## src/rtl/local_bus_pkg.sv

```systemverilog
/*
 * Package for the local memory bus cycle sequencer: register offsets, field
 * positions, reset values, cycle kinds and the command carrier.
 * Assumes a 32-bit software port with byte addresses on word boundaries.
 */
package local_bus_pkg;

	// ------------------------------------------------------------
	// Register offsets
	// ------------------------------------------------------------
	localparam logic [7:0] ROW_ADDR_OFS   = 8'h00;
	localparam logic [7:0] COL_ADDR_OFS   = 8'h04;
	localparam logic [7:0] WR_DATA_OFS    = 8'h08;
	localparam logic [7:0] CMD_OFS        = 8'h0C;
	localparam logic [7:0] STATUS_OFS     = 8'h10;
	localparam logic [7:0] RD_DATA_OFS    = 8'h14;

	// ------------------------------------------------------------
	// Field positions and widths
	// ------------------------------------------------------------
	localparam int BUS_W        = 16;
	localparam int ROW_W        = 15;
	localparam int COL_W        = 14;
	localparam int KIND_W       = 3;
	localparam int REFRESH_BIT  = 15;
	localparam int XFER_BIT     = 15;
	localparam int FETCH_BIT    = 14;
	localparam int ST_BUSY      = 0;
	localparam int ST_DONE      = 1;
	localparam int ST_READY     = 2;
	localparam int ST_IRQ_A     = 3;
	localparam int ST_IRQ_B     = 4;
	localparam int ST_IRQ_A_LVL = 5;
	localparam int ST_IRQ_B_LVL = 6;
	localparam int SYNC_W       = BUS_W + 3;

	// ------------------------------------------------------------
	// Reset values and counts
	// ------------------------------------------------------------
	localparam logic [31:0] WORD_RESET    = 32'h0000_0000;
	localparam logic [1:0]  PHASE_RESET   = 2'h0;
	localparam logic [1:0]  PHASE_LAST    = 2'h3;
	localparam int          QUARTER_TICKS = 1;

	// ------------------------------------------------------------
	// Cycle kinds
	// ------------------------------------------------------------
	typedef enum logic [KIND_W-1:0] {
		KIND_INTERNAL = 3'h0,
		KIND_READ     = 3'h1,
		KIND_WRITE    = 3'h2,
		KIND_FETCH    = 3'h3,
		KIND_XFER_RD  = 3'h4,
		KIND_XFER_WR  = 3'h5,
		KIND_REF_RAS  = 3'h6,
		KIND_REF_CBR  = 3'h7
	} cycle_kind_type;

	typedef struct packed {
		cycle_kind_type    kind;
		logic [ROW_W-1:0]  row;
		logic [COL_W-1:0]  col;
		logic [BUS_W-1:0]  wdata;
	} bus_cmd_type;

endpackage

```

## src/rtl/local_bus_cycle_status.sv

```systemverilog
/*
 * Local memory bus cycle sequencer: makes the two quarter-shifted local
 * clocks, runs row/column/data bus cycles with status bits, stretches
 * them by the ready input and synchronises the interrupt inputs.
 * Assumes a software port on clk, and pins asynchronous to clk.
 */
// Local design decisions: the address map and the strobed register port.
`timescale 1ns/1ps
`default_nettype none

module local_bus_cycle_status
	import local_bus_pkg::*;
#(
	parameter int QUARTER_CLKS = QUARTER_TICKS
) (
	input  wire logic             clk,
	input  wire logic             rstn,
	input  wire logic [7:0]       address,
	input  wire logic [31:0]      write_data,
	input  wire logic             write_strobe,
	input  wire logic             read_strobe,
	output var  logic [31:0]      read_data,
	output var  logic             local_clock_a,
	output var  logic             local_clock_b,
	input  wire logic             local_ready_in,
	input  wire logic             ext_irq_a_n,
	input  wire logic             ext_irq_b_n,
	input  wire logic [BUS_W-1:0] mux_addr_data_bus_in,
	output var  logic [BUS_W-1:0] mux_addr_data_bus_out,
	output var  logic             mux_addr_data_bus_oe,
	output var  logic             row_strobe_n,
	output var  logic             col_strobe_n,
	output var  logic             write_strobe_n,
	output var  logic             shift_xfer_oe_pin
);

	// ------------------------------------------------------------
	// Types, checks and declarations
	// ------------------------------------------------------------
	typedef enum logic [3:0] {
		ST_IDLE = 4'h1,
		ST_ROW  = 4'h2,
		ST_COL  = 4'h4,
		ST_DATA = 4'h8
	} seq_state_type;

	localparam int PRE_W = (QUARTER_CLKS > 1) ? $clog2(QUARTER_CLKS) : 1;

	if (QUARTER_CLKS < 1 || QUARTER_CLKS > 4096) begin : g_bad_div
		$error("local_bus_cycle_status: QUARTER_CLKS out of range");
	end

	seq_state_type     state_reg;
	bus_cmd_type       cmd_reg;
	bus_cmd_type       active_reg;
	logic              pending_reg;
	logic              done_reg;
	logic              irq_a_reg;
	logic              irq_b_reg;
	logic [BUS_W-1:0]  rdata_reg;
	logic [PRE_W-1:0]  pre_reg;
	logic [1:0]        phase_reg;
	logic [1:0]        phase_next;
	logic              quarter_tick;
	logic              period_tick;
	logic              finish;
	logic [SYNC_W-1:0] sync_q;
	logic              ready_s;
	logic              irq_a_s;
	logic              irq_b_s;
	logic [BUS_W-1:0]  bus_in_s;

	function automatic logic is_write(input cycle_kind_type k);
		return (k == KIND_WRITE) || (k == KIND_XFER_WR);
	endfunction

	function automatic logic is_read(input cycle_kind_type k);
		return (k == KIND_READ) || (k == KIND_FETCH);
	endfunction

	function automatic logic is_refresh(input cycle_kind_type k);
		return (k == KIND_REF_RAS) || (k == KIND_REF_CBR);
	endfunction

	function automatic logic is_xfer(input cycle_kind_type k);
		return (k == KIND_XFER_RD) || (k == KIND_XFER_WR);
	endfunction

	// ------------------------------------------------------------
	// Synchronisers for ready, interrupts and read data
	// ------------------------------------------------------------
	sync_chain #(
		.WIDTH (SYNC_W)
	) u_sync (
		.clk         (clk),
		.rstn        (rstn),
		.async_in    ({local_ready_in, ext_irq_a_n, ext_irq_b_n, mux_addr_data_bus_in}),
		.reset_level ({3'h7, 16'h0000}),
		.sync_out    (sync_q)
	);

	assign ready_s  = sync_q[SYNC_W-1];
	assign irq_a_s  = ~sync_q[SYNC_W-2];
	assign irq_b_s  = ~sync_q[SYNC_W-3];
	assign bus_in_s = sync_q[BUS_W-1:0];

	// ------------------------------------------------------------
	// Local clock generation
	// ------------------------------------------------------------
	assign quarter_tick = (pre_reg == PRE_W'(QUARTER_CLKS - 1));
	assign phase_next   = phase_reg + 2'h1;
	assign period_tick  = quarter_tick && (phase_reg == PHASE_LAST);

	always_ff @(posedge clk) begin
		if (!rstn) begin
			pre_reg <= '0;
		end else if (quarter_tick) begin
			pre_reg <= '0;
		end else begin
			pre_reg <= pre_reg + PRE_W'(1);
		end
	end

	// Clock b leads clock a by one quarter period
	always_ff @(posedge clk) begin
		if (!rstn) begin
			phase_reg     <= PHASE_RESET;
			local_clock_a <= 1'b0;
			local_clock_b <= 1'b0;
		end else if (quarter_tick) begin
			phase_reg     <= phase_next;
			local_clock_a <= phase_next[1];
			local_clock_b <= phase_next[1] ^ phase_next[0];
		end
	end

	// ------------------------------------------------------------
	// Cycle sequencer
	// ------------------------------------------------------------
	// Internal cycles ignore ready; bus cycles hold in the data phase
	assign finish = period_tick && (state_reg == ST_DATA) &&
		(ready_s || active_reg.kind == KIND_INTERNAL);

	always_ff @(posedge clk) begin
		if (!rstn) begin
			state_reg  <= ST_IDLE;
			active_reg <= '0;
		end else if (period_tick) begin
			case (state_reg)
				ST_IDLE: begin
					if (pending_reg) begin
						active_reg <= cmd_reg;
						state_reg  <= (cmd_reg.kind == KIND_INTERNAL) ? ST_DATA : ST_ROW;
					end
				end
				ST_ROW:  state_reg <= ST_COL;
				ST_COL:  state_reg <= ST_DATA;
				ST_DATA: begin
					if (finish) begin
						state_reg <= ST_IDLE;
					end
				end
				default: state_reg <= ST_IDLE;
			endcase
		end
	end

	// Bus lines and strobes move only on local clock period edges
	always_ff @(posedge clk) begin
		if (!rstn) begin
			mux_addr_data_bus_out <= '0;
			mux_addr_data_bus_oe  <= 1'b0;
			row_strobe_n          <= 1'b1;
			col_strobe_n          <= 1'b1;
			write_strobe_n        <= 1'b1;
			shift_xfer_oe_pin     <= 1'b1;
		end else if (period_tick) begin
			case (state_reg)
				ST_IDLE: begin
					if (pending_reg && cmd_reg.kind != KIND_INTERNAL) begin
						mux_addr_data_bus_out <= {~is_refresh(cmd_reg.kind), cmd_reg.row};
						mux_addr_data_bus_oe  <= 1'b1;
						shift_xfer_oe_pin     <= (cmd_reg.kind == KIND_FETCH);
						col_strobe_n          <= (cmd_reg.kind != KIND_REF_CBR);
					end
				end
				ST_ROW: begin
					row_strobe_n          <= 1'b0;
					mux_addr_data_bus_out <= {~is_xfer(active_reg.kind),
						(active_reg.kind == KIND_FETCH), active_reg.col};
				end
				ST_COL: begin
					col_strobe_n          <= 1'b0;
					write_strobe_n        <= ~is_write(active_reg.kind);
					mux_addr_data_bus_out <= active_reg.wdata;
					mux_addr_data_bus_oe  <= (active_reg.kind == KIND_WRITE);
					shift_xfer_oe_pin     <= ~is_read(active_reg.kind) &&
						~is_xfer(active_reg.kind);
				end
				ST_DATA: begin
					if (finish) begin
						mux_addr_data_bus_oe <= 1'b0;
						row_strobe_n         <= 1'b1;
						col_strobe_n         <= 1'b1;
						write_strobe_n       <= 1'b1;
						shift_xfer_oe_pin    <= 1'b1;
					end
				end
				default: mux_addr_data_bus_oe <= 1'b0;
			endcase
		end
	end

	always_ff @(posedge clk) begin
		if (!rstn) begin
			rdata_reg <= '0;
		end else if (finish && is_read(active_reg.kind)) begin
			rdata_reg <= bus_in_s;
		end
	end

	// ------------------------------------------------------------
	// Software port
	// ------------------------------------------------------------
	always_ff @(posedge clk) begin
		if (!rstn) begin
			cmd_reg <= '0;
		end else if (write_strobe) begin
			case (address)
				ROW_ADDR_OFS: cmd_reg.row   <= write_data[ROW_W-1:0];
				COL_ADDR_OFS: cmd_reg.col   <= write_data[COL_W-1:0];
				WR_DATA_OFS:  cmd_reg.wdata <= write_data[BUS_W-1:0];
				CMD_OFS: begin
					if (!pending_reg) begin
						cmd_reg.kind <= cycle_kind_type'(write_data[KIND_W-1:0]);
					end
				end
				default: cmd_reg <= cmd_reg;
			endcase
		end
	end

	// A command written while one is queued is dropped, not overwritten
	always_ff @(posedge clk) begin
		if (!rstn) begin
			pending_reg <= 1'b0;
		end else if (write_strobe && address == CMD_OFS && !pending_reg) begin
			pending_reg <= 1'b1;
		end else if (period_tick && state_reg == ST_IDLE) begin
			pending_reg <= 1'b0;
		end
	end

	// Sticky flags: a set in the clearing cycle wins
	always_ff @(posedge clk) begin
		if (!rstn) begin
			done_reg  <= 1'b0;
			irq_a_reg <= 1'b0;
			irq_b_reg <= 1'b0;
		end else begin
			if (finish) begin
				done_reg <= 1'b1;
			end else if (write_strobe && address == STATUS_OFS && write_data[ST_DONE]) begin
				done_reg <= 1'b0;
			end
			if (irq_a_s) begin
				irq_a_reg <= 1'b1;
			end else if (write_strobe && address == STATUS_OFS && write_data[ST_IRQ_A]) begin
				irq_a_reg <= 1'b0;
			end
			if (irq_b_s) begin
				irq_b_reg <= 1'b1;
			end else if (write_strobe && address == STATUS_OFS && write_data[ST_IRQ_B]) begin
				irq_b_reg <= 1'b0;
			end
		end
	end

	always_ff @(posedge clk) begin
		if (!rstn) begin
			read_data <= WORD_RESET;
		end else if (read_strobe) begin
			case (address)
				ROW_ADDR_OFS: read_data <= 32'(cmd_reg.row);
				COL_ADDR_OFS: read_data <= 32'(cmd_reg.col);
				WR_DATA_OFS:  read_data <= 32'(cmd_reg.wdata);
				CMD_OFS:      read_data <= 32'(cmd_reg.kind);
				STATUS_OFS:   read_data <= 32'({irq_b_s, irq_a_s, irq_b_reg, irq_a_reg,
					ready_s, done_reg, (pending_reg || state_reg != ST_IDLE)});
				RD_DATA_OFS:  read_data <= 32'(rdata_reg);
				default:      read_data <= WORD_RESET;
			endcase
		end else begin
			read_data <= WORD_RESET;
		end
	end

endmodule

`default_nettype wire

```

## src/rtl/sync_chain.sv

```systemverilog
/*
 * Two-flop synchroniser for a vector of independent levels.
 * Assumes each bit is a slow level; no bus coherence is given across bits.
 */
`timescale 1ns/1ps
`default_nettype none

module sync_chain #(
	parameter int WIDTH = 1
) (
	input  wire logic             clk,
	input  wire logic             rstn,
	input  wire logic [WIDTH-1:0] async_in,
	input  wire logic [WIDTH-1:0] reset_level,
	output var  logic [WIDTH-1:0] sync_out
);

	logic [WIDTH-1:0] meta_reg;
	logic [WIDTH-1:0] hold_reg;

	if (WIDTH < 1) begin : g_bad_width
		$error("sync_chain: WIDTH must be at least 1");
	end

	// First stage feeds only the second stage; both hold the offset from
	// the idle level, so reset reads as idle and no false request follows
	always_ff @(posedge clk) begin
		if (!rstn) begin
			meta_reg <= '0;
			hold_reg <= '0;
		end else begin
			meta_reg <= async_in ^ reset_level;
			hold_reg <= meta_reg;
		end
	end

	assign sync_out = hold_reg ^ reset_level;

endmodule

`default_nettype wire

```

## config.mk

```make
export PLATFORM = sky130hd
export DESIGN_NAME = local_bus_cycle_status
export DESIGN_NICKNAME = d
export VERILOG_FILES = /design/src/rtl/local_bus_pkg.sv /design/src/rtl/local_bus_cycle_status.sv /design/src/rtl/sync_chain.sv
export SDC_FILE = /design/constraint.sdc
export NUM_CORES = 1
export LEC_CHECK = 0
export ABC_AREA = 1
export BUFFER_PORTS_ARGS = -buffer_cell sky130_fd_sc_hd__clkbuf_2
export CAP_MARGIN = 20
export CORE_MARGIN = 1.5
export CORE_UTILIZATION = 30
export DETAILED_ROUTE_END_ITERATION = 16
export GPL_ROUTABILITY_DRIVEN = 0
export HOLD_SLACK_MARGIN = 0.08
export PLACE_DENSITY = 0.56
export SETUP_SLACK_MARGIN = 0.1
export SLEW_MARGIN = 15
export SYNTH_ARGS = -nofsm -noshare
export SYNTH_HDL_FRONTEND = slang
export SYNTH_SLANG_ARGS = --single-unit
```

## constraint.sdc

```tcl
create_clock -name clk -period 2.7 [get_ports clk]
set_clock_uncertainty 0.15 [all_clocks]
set_input_delay 0.135 -clock clk [delete_from_list [all_inputs] [get_ports clk]]
set_output_delay 0.135 -clock clk [all_outputs]
set_load 0.01 [all_outputs]
```

==> impl_metrics.yaml, run 1 <==
sta:
  fin_tns_setup_ns: 0
  finalSetupViolations: 0
  rsz0062_at_grt: "no"
  fin_crit_sh_pct: 74.40
  final.min_clock_period_ns: 2.009
  slew_headroom_pct: 55.12
  hold_viol_final: 0
  max_clock_freq_mhz: 497.8
  drv_slew: 0
  worst_pin_slew_ns: 0.6724
final_layout:
  areaGrowthSynthToFinish_pct: 22.19
  drive_above_1_share_pct: 13.87
  layout_commonest_cell: "nand2_1"
  instances_no_fill: 1520
  final_nets: 1243
  nFillCells: 2668
  final_cell_area_um2: 9294
  final_cell_mix: "nand2_1 (245), nor2_1 (225), dfxtp_1 (184)"
  antenna_cells: 0
  largest_reg_flops: 48
clock_network:
  cts_tree: "done"
  worstSkewPairLatency_ns: 0.43
  cts_setup_buffers: 0
  path_clk_slew_ns: 0.07
  htree_num_levels: 4
  clock_sinks: 184
  cts_max_path_buffers: 2
  ctsHoldBuffers: 50
  ctsResizeCount: 0
  root_buffer: "clkbuf_16"
  cts_buffers: 17
die:
  std_cell_rows: 58
  die_h_um: 162.2
  die_w_um: 162.2
  dieArea_um2: 26320
  start_util_pct: 30.38
  io_pins: 118
  coreArea_um2: 25040
routing:
  wl_per_cell_um: 12.58
  first_pass_iters: 5
  antenna_left: 0
  num_vias: 6600
  drc: 0
  finalWirelength_um: 19110
  drt_iter0_drc: 424
  viasPerCell: 4.342
setup_path:
  slowest_delay_ns: 0.53
  start_kind: "input port"
  required_ns: 2.84
  critPathKind: "in -> reg"
  crit_slowest_cell: "dlygate4sd3_1"
  crit_top_cell: "nand2_1"
  path_cells: "dlygate4sd3_1, clkbuf_2, inv_2, nand2_1, nor2_2, buf_4, nand2_1, o21ai_0, o21ai_1, nor2_1"
  critical_path.max_fanout: 7
  cp_top_family: "buffers and inverters"
  path_buf_inv: 4
  endpoint_kind: "flip-flop"
  arrival_ns: 2.15
logic_synthesis:
  ys_types: 31
  ys_warn_count: 0
  synth_mux_area_share_pct: 0
  ys_async_sr_fraction_pct: 0
  synth_edf_count: 0
  ys.flop_type: "dfxtp_1"
  synth_compound_area_share_pct: 8.653
  synth-xor-area-share_pct: 0
  yosysSeqAreaShare_pct: 48.43
  synth_area_um2: 7606
  synth_top_family_by_area: "simple AND/OR/NAND/NOR gates"
  synthAdderAreaFrac_pct: 0.1645
  yosys.area_share.simple_pct: 33.03
  synthCells: 1059
  ys_ff_latch: 184
  syn_avg_cell_area_um2: 7.182
pwr:
  swShare_pct: 22.32
  p_clk_share_pct: 44.9
  power_leakage_uw: 0.004261
  p_per_area_nw_per_um2: 587.9
  vdd_drop_max_v: 0.0004023
  p_int_uw: 4244
  sequentialPowerShare_pct: 50.5
  p_sw_uw: 1220
  finalPower_uw: 5464
  p_comb_share_pct: 4.6
global_routing:
  antenna_found_initial: 0
  grt_pass1_wl_um: 30910
  overflow: 0
  grt_pass1_vias: 5938
  grt_util_all_layers_pct: 14.85
  grt_max_degree: 132
place:
  placed_area_um2: 8225
  dp_hpwl_um: 13510
  place.port_buffers: 85
  place_inst: 1440
hold_path:
  hold_class: "in -> reg"
outcome:
  outcome: "finished, final reports clean"
job:
  cap_violations: 0
## cell usage after synthesis, types with 6 or more instances
cell | count | area (µm²)
nand2_1 | 245 | 919.6
nor2_1 | 225 | 844.6
dfxtp_1 | 184 | 3684
inv_1 | 80 | 300.3
nand3_1 | 75 | 375.4
o21ai_0 | 51 | 255.2
o21ai_1 | 41 | 205.2
a21oi_1 | 35 | 175.2
buf_4 | 24 | 180.2
clkbuf_1 | 17 | 63.81
buf_2 | 13 | 65.06
nand4_1 | 13 | 81.33
inv_2 | 11 | 41.29
nor2_2 | 9 | 56.30
buf_6 | 6 | 67.56
nor2_4 | 6 | 67.56
## through the flow
| stage | hold WS [ns] | worst slack (ns) | util [%] |
|---|---|---|---|
| floorplan | 0.05738 | 1.158 | - |
| global placement | 0.1481 | 0.7592 | 32.85 |
| detailed placement | 0.1475 | 0.7357 | 32.85 |
| CTS | 0.08257 | 0.7086 | 37.12 |
| global route | 0.1389 | 0.5468 | 37.12 |
| finish | 0.09325 | 0.6911 | 37.12 |
## path summary, 6_finish.rpt
path                            slack [ns]                         to  cells past startpoint                from
worst max-delay path                  0.69              read_data[11]                     10          address[3]
worst min-delay path                  0.09              read_data[15]                      5          address[4]
worst max register to register        0.74  mux_addr_data_bus_out[10]                      6        state_reg[0]
worst min register to register        0.26         u_sync.hold_reg[2]                      2  u_sync.meta_reg[2]
## cell families after synthesis
group / Yosys count
AND/OR/NAND/NOR: 588
flip-flops: 184
buffers and inverters: 155
AO/OA/AOI/OAI: 130
adder cells (fa/ha/maj): 1
other: 1
## power by group through the flow
stage | Clock, µW | Sequential [µW] | Combinational (µW)
finish | 2450 | 2760 | 251
floorplan | 0 | 2820 | 130
detailed placement | 0 | 2820 | 196
global route | 2620 | 2760 | 280
global placement | 0 | 2820 | 193
CTS | 2510 | 2760 | 252
## worst reg2reg max path: stages (launching register included)
cell and delay (ns):
dfxtp_1 0.36, nor2_2 0.16, nand3_1 0.14, nand3_1 0.16
nand3_2 0.49, nor2_1 0.32, nor2_1 0.07
## metal layers
| metal | track usage (%) | up-vias | wire (µm) |
|---|---|---|---|
| met5 | 0 | - | 0 |
| met4 | 5.755 | 0 | 470 |
| met3 | 3.192 | 26 | 761 |
| met2 | 22.71 | 134 | 8440 |
| met1 | 20.35 | 2906 | 9442 |
| li1 | - | 3534 | - |
## layout make-up
type	instances	area (µm²)	share of cell area (%)
Sequential cell	184	3684	39.63
Clock inverter	10	121.4	1.306
Clock buffer	20	446.7	4.806
Multi-Input combinational cell	736	3247	34.94
Inverter	93	351.6	3.783
Tap cell	330	412.9	4.443
Timing Repair Buffer	147	1031	11.09
No activity file was read; power rests on OpenSTA's default activity.
==> inputs of run 2 (changes only) <==
--- a/config.mk
+++ b/config.mk
@@ -5,7 +5,7 @@
 export SDC_FILE = /design/constraint.sdc
 export NUM_CORES = 1
 export LEC_CHECK = 0
-export ABC_AREA = 1
+export ABC_AREA = 0
 export BUFFER_PORTS_ARGS = -buffer_cell sky130_fd_sc_hd__clkbuf_2
 export CAP_MARGIN = 20
 export CORE_MARGIN = 1.5
@@ -13,7 +13,7 @@
 export DETAILED_ROUTE_END_ITERATION = 16
 export GPL_ROUTABILITY_DRIVEN = 0
 export HOLD_SLACK_MARGIN = 0.08
-export PLACE_DENSITY = 0.56
+export PLACE_DENSITY = 0.57
 export SETUP_SLACK_MARGIN = 0.1
 export SLEW_MARGIN = 15
 export SYNTH_ARGS = -nofsm -noshare
==> constraint.sdc (replaced) <==
create_clock -name clk -period 1.7 [get_ports clk]
set_clock_uncertainty 0.15 [all_clocks]
set_input_delay 0.085 -clock clk [delete_from_list [all_inputs] [get_ports clk]]
set_output_delay 0.085 -clock clk [all_outputs]
set_load 0.01 [all_outputs]
==> impl_metrics.yaml, run 2 <==
clock_network:
  cts_tree: "done"
  cts_buffers: 17
  cts_max_path_buffers: 2
  path_clk_slew_ns: 0.07
  root_buffer: "clkbuf_16"
  htree_num_levels: 4
  worstSkewPairLatency_ns: 0.43
  clock_sinks: 184
setup_path:
  required_ns: 1.85
  critical_path.max_fanout: 8
  reg2reg_to: "mux_addr_data_bus_out[10]"
  reg2reg_slack_ns: -0.22
  slowest_delay_ns: 0.58
  endpoint_kind: "flip-flop"
  reg2reg_depth: 4
  arrival_ns: 2.07
  start_kind: "flip-flop"
  crit_slowest_cell: "or4b_4"
  path_cells: "or4b_4, or3_4, o21ai_4, a311oi_1"
  r2r_start: "state_reg[1]"
  critPathKind: "reg -> reg"
routing:
  antenna_left: 0
  drc: 0
  first_pass_iters: 5
  drt_iter0_drc: 298
  wl_per_cell_um: 15.60
  num_vias: 6070
  finalWirelength_um: 20410
  viasPerCell: 4.641
global_routing:
  met2_usage_pct: 24.99
  use_met1_pct: 21.84
  grt_pass1_vias: 5798
  grt.met3_usage_pct: 2.865
  grt-busiest-layer: "met2"
  overflow: 0
  grt_util_all_layers_pct: 15.84
  grt_pass1_wl_um: 31830
  antenna_found_initial: 0
  grt_max_degree: 48
final_layout:
  final_cell_area_um2: 10360
  final_cell_mix: "dfxtp_1 (180), nand2_1 (98), clkbuf_2 (85)"
  areaGrowthSynthToFinish_pct: 41.65
  drive_above_1_share_pct: 28.61
  antenna_cells: 0
  instances_no_fill: 1308
  layout_commonest_cell: "dfxtp_1"
  largest_reg_flops: 48
  final_nets: 1041
  nFillCells: 2333
pwr:
  power_leakage_uw: 0.003996
  swShare_pct: 22.89
  p_comb_share_pct: 5.4
  p_int_uw: 6953
  sequentialPowerShare_pct: 48.5
  p_clk_share_pct: 46.1
  vdd_drop_max_v: 0.0007048
  p_per_area_nw_per_um2: 870.0
  p_sw_uw: 2064
hold_path:
  hold_end: "read_data[15]"
  hp-start: "address[2]"
  hold_class: "in -> reg"
  holdPathStages: 4
logic_synthesis:
  ys_warn_count: 0
  ys.flop_type: "dfxtp_1"
  synth_area_um2: 7317
  synth.largest_area_cell: "dfxtp_1"
  synth_area_leaders: "dfxtp_1 (50%), mux2i_1 (9.2%), nand2_1 (5.3%)"
  ys_types: 57
  yosysSeqAreaShare_pct: 50.34
  synthCells: 789
  synth.most_common_cell: "dfxtp_1"
  syn_avg_cell_area_um2: 9.274
  ys_ff_latch: 184
  synth_top_area_share_pct: 50.34
  ys_async_sr_fraction_pct: 0
  synth_common_cells: "dfxtp_1 (184), nand2_1 (104), nor2_1 (80)"
  synth_edf_count: 0
sta:
  fin_crit_sh_pct: 112.7
  hold_viol_final: 0
  rsz0062_at_grt: "yes"
  max_clock_freq_mhz: 522.2
  hold-worst-slack_ns: 0.1003
  final.min_clock_period_ns: 1.915
  finalSetupViolations: 74
  drv_slew: 0
  timing.final.ws_setup_ns: -0.2151
job:
  cap_violations: 0
outcome:
  violations: "setup timing"
  outcome: "finished, violations left"
die:
  die_w_um: 159.2
  io_pins: 118
  start_util_pct: 30.90
  dieArea_um2: 25340
  die_h_um: 159.2
  std_cell_rows: 56
  coreArea_um2: 23680
place:
  placed_area_um2: 8551
  dp_hpwl_um: 13510
  place.port_buffers: 85
  place_inst: 1201
run 2: area by class of cell:
| cell class | count | area (µm²) | area share, % |
|---|---|---|---|
| clock inverters | 14 | 190.2 | 1.835 |
| multi-input cells | 546 | 3654 | 35.25 |
| inverters | 2 | 12.51 | 0.1207 |
| well taps | 319 | 399.1 | 3.851 |
| repair buffers | 226 | 1991 | 19.21 |
| clock buffers | 17 | 425.4 | 4.104 |
| flip-flops and latches | 184 | 3694 | 35.64 |
run 2: power groups by stage:
stage	Sequential, µW	Combinational, µW	Clock, µW
4_1_cts	4380	480	4240
2_1_floorplan	4480	231	0
6_report	4380	488	4150
3_5_place_dp	4480	374	0
3_3_place_gp	4480	373	0
5_1_grt	4380	531	4420
run 2: cells by family (layout without fill, tap and decap cells):
group	after synthesis	after routing	synth area share [%]
buffers and inverters	77	259	5.386
DFF	184	184	50.34
muxes	73	73	10.24
AOI/OAI and AO/OA	158	160	13.49
adders and majority gates	1	1	0.1710
xor gates and xnor gates	2	2	0.2394
and+or+nand+nor	293	293	20.08
other	1	17	0.05125
run 2: timing repair:
item	in CTS	in global routing
pin swaps	17	15
cloned	7	2
buffers inserted	5	7
endpoints found under the hold margin	98	18
hold buffers	55	1
gates resized for setup	38	43
endpoints found under the setup margin	76	95
run 2: metrics by stage:
stage	power [µW]	worst slack [ns]	utilization, %	TNS, ns
6_report	9017	-0.2151	43.77	-9.883
5_1_grt	9330	-0.2598	43.77	-14.53
4_1_cts	9095	-0.1939	42.61	-10.68
3_5_place_dp	4854	-0.2763	36.11	-18.75
3_3_place_gp	4852	-0.2227	36.11	-13.25
2_1_floorplan	4710	-0.2671	-	-17.97
run 2: worst max-delay path by stage:
stage            startpoint  slack, ns                   endpoint
3_3_place_gp   state_reg[0]      -0.22   mux_addr_data_bus_out[9]
5_1_grt        state_reg[1]      -0.26  mux_addr_data_bus_out[10]
3_5_place_dp   state_reg[0]      -0.28  mux_addr_data_bus_out[12]
4_1_cts        state_reg[1]      -0.19  mux_addr_data_bus_out[12]
6_report       state_reg[1]      -0.22  mux_addr_data_bus_out[10]
2_1_floorplan  state_reg[1]      -0.27  mux_addr_data_bus_out[12]
run 2: routing by layer:
metal / wire [µm] / vias up
li1: - / 3088
met1: 10150 / 2836
met2: 9255 / 128
met3: 753 / 18
met4: 250 / 0
met5: 0 / -
run 2: worst max-delay path, delay by kind of cell (launching register included):
| family | cells | cell delay (ns) |
|---|---|---|
| AO/OA/AOI/OAI | 2 | 0.30 |
| flip-flops | 1 | 0.34 |
| AND/OR/NAND/NOR | 2 | 0.98 |
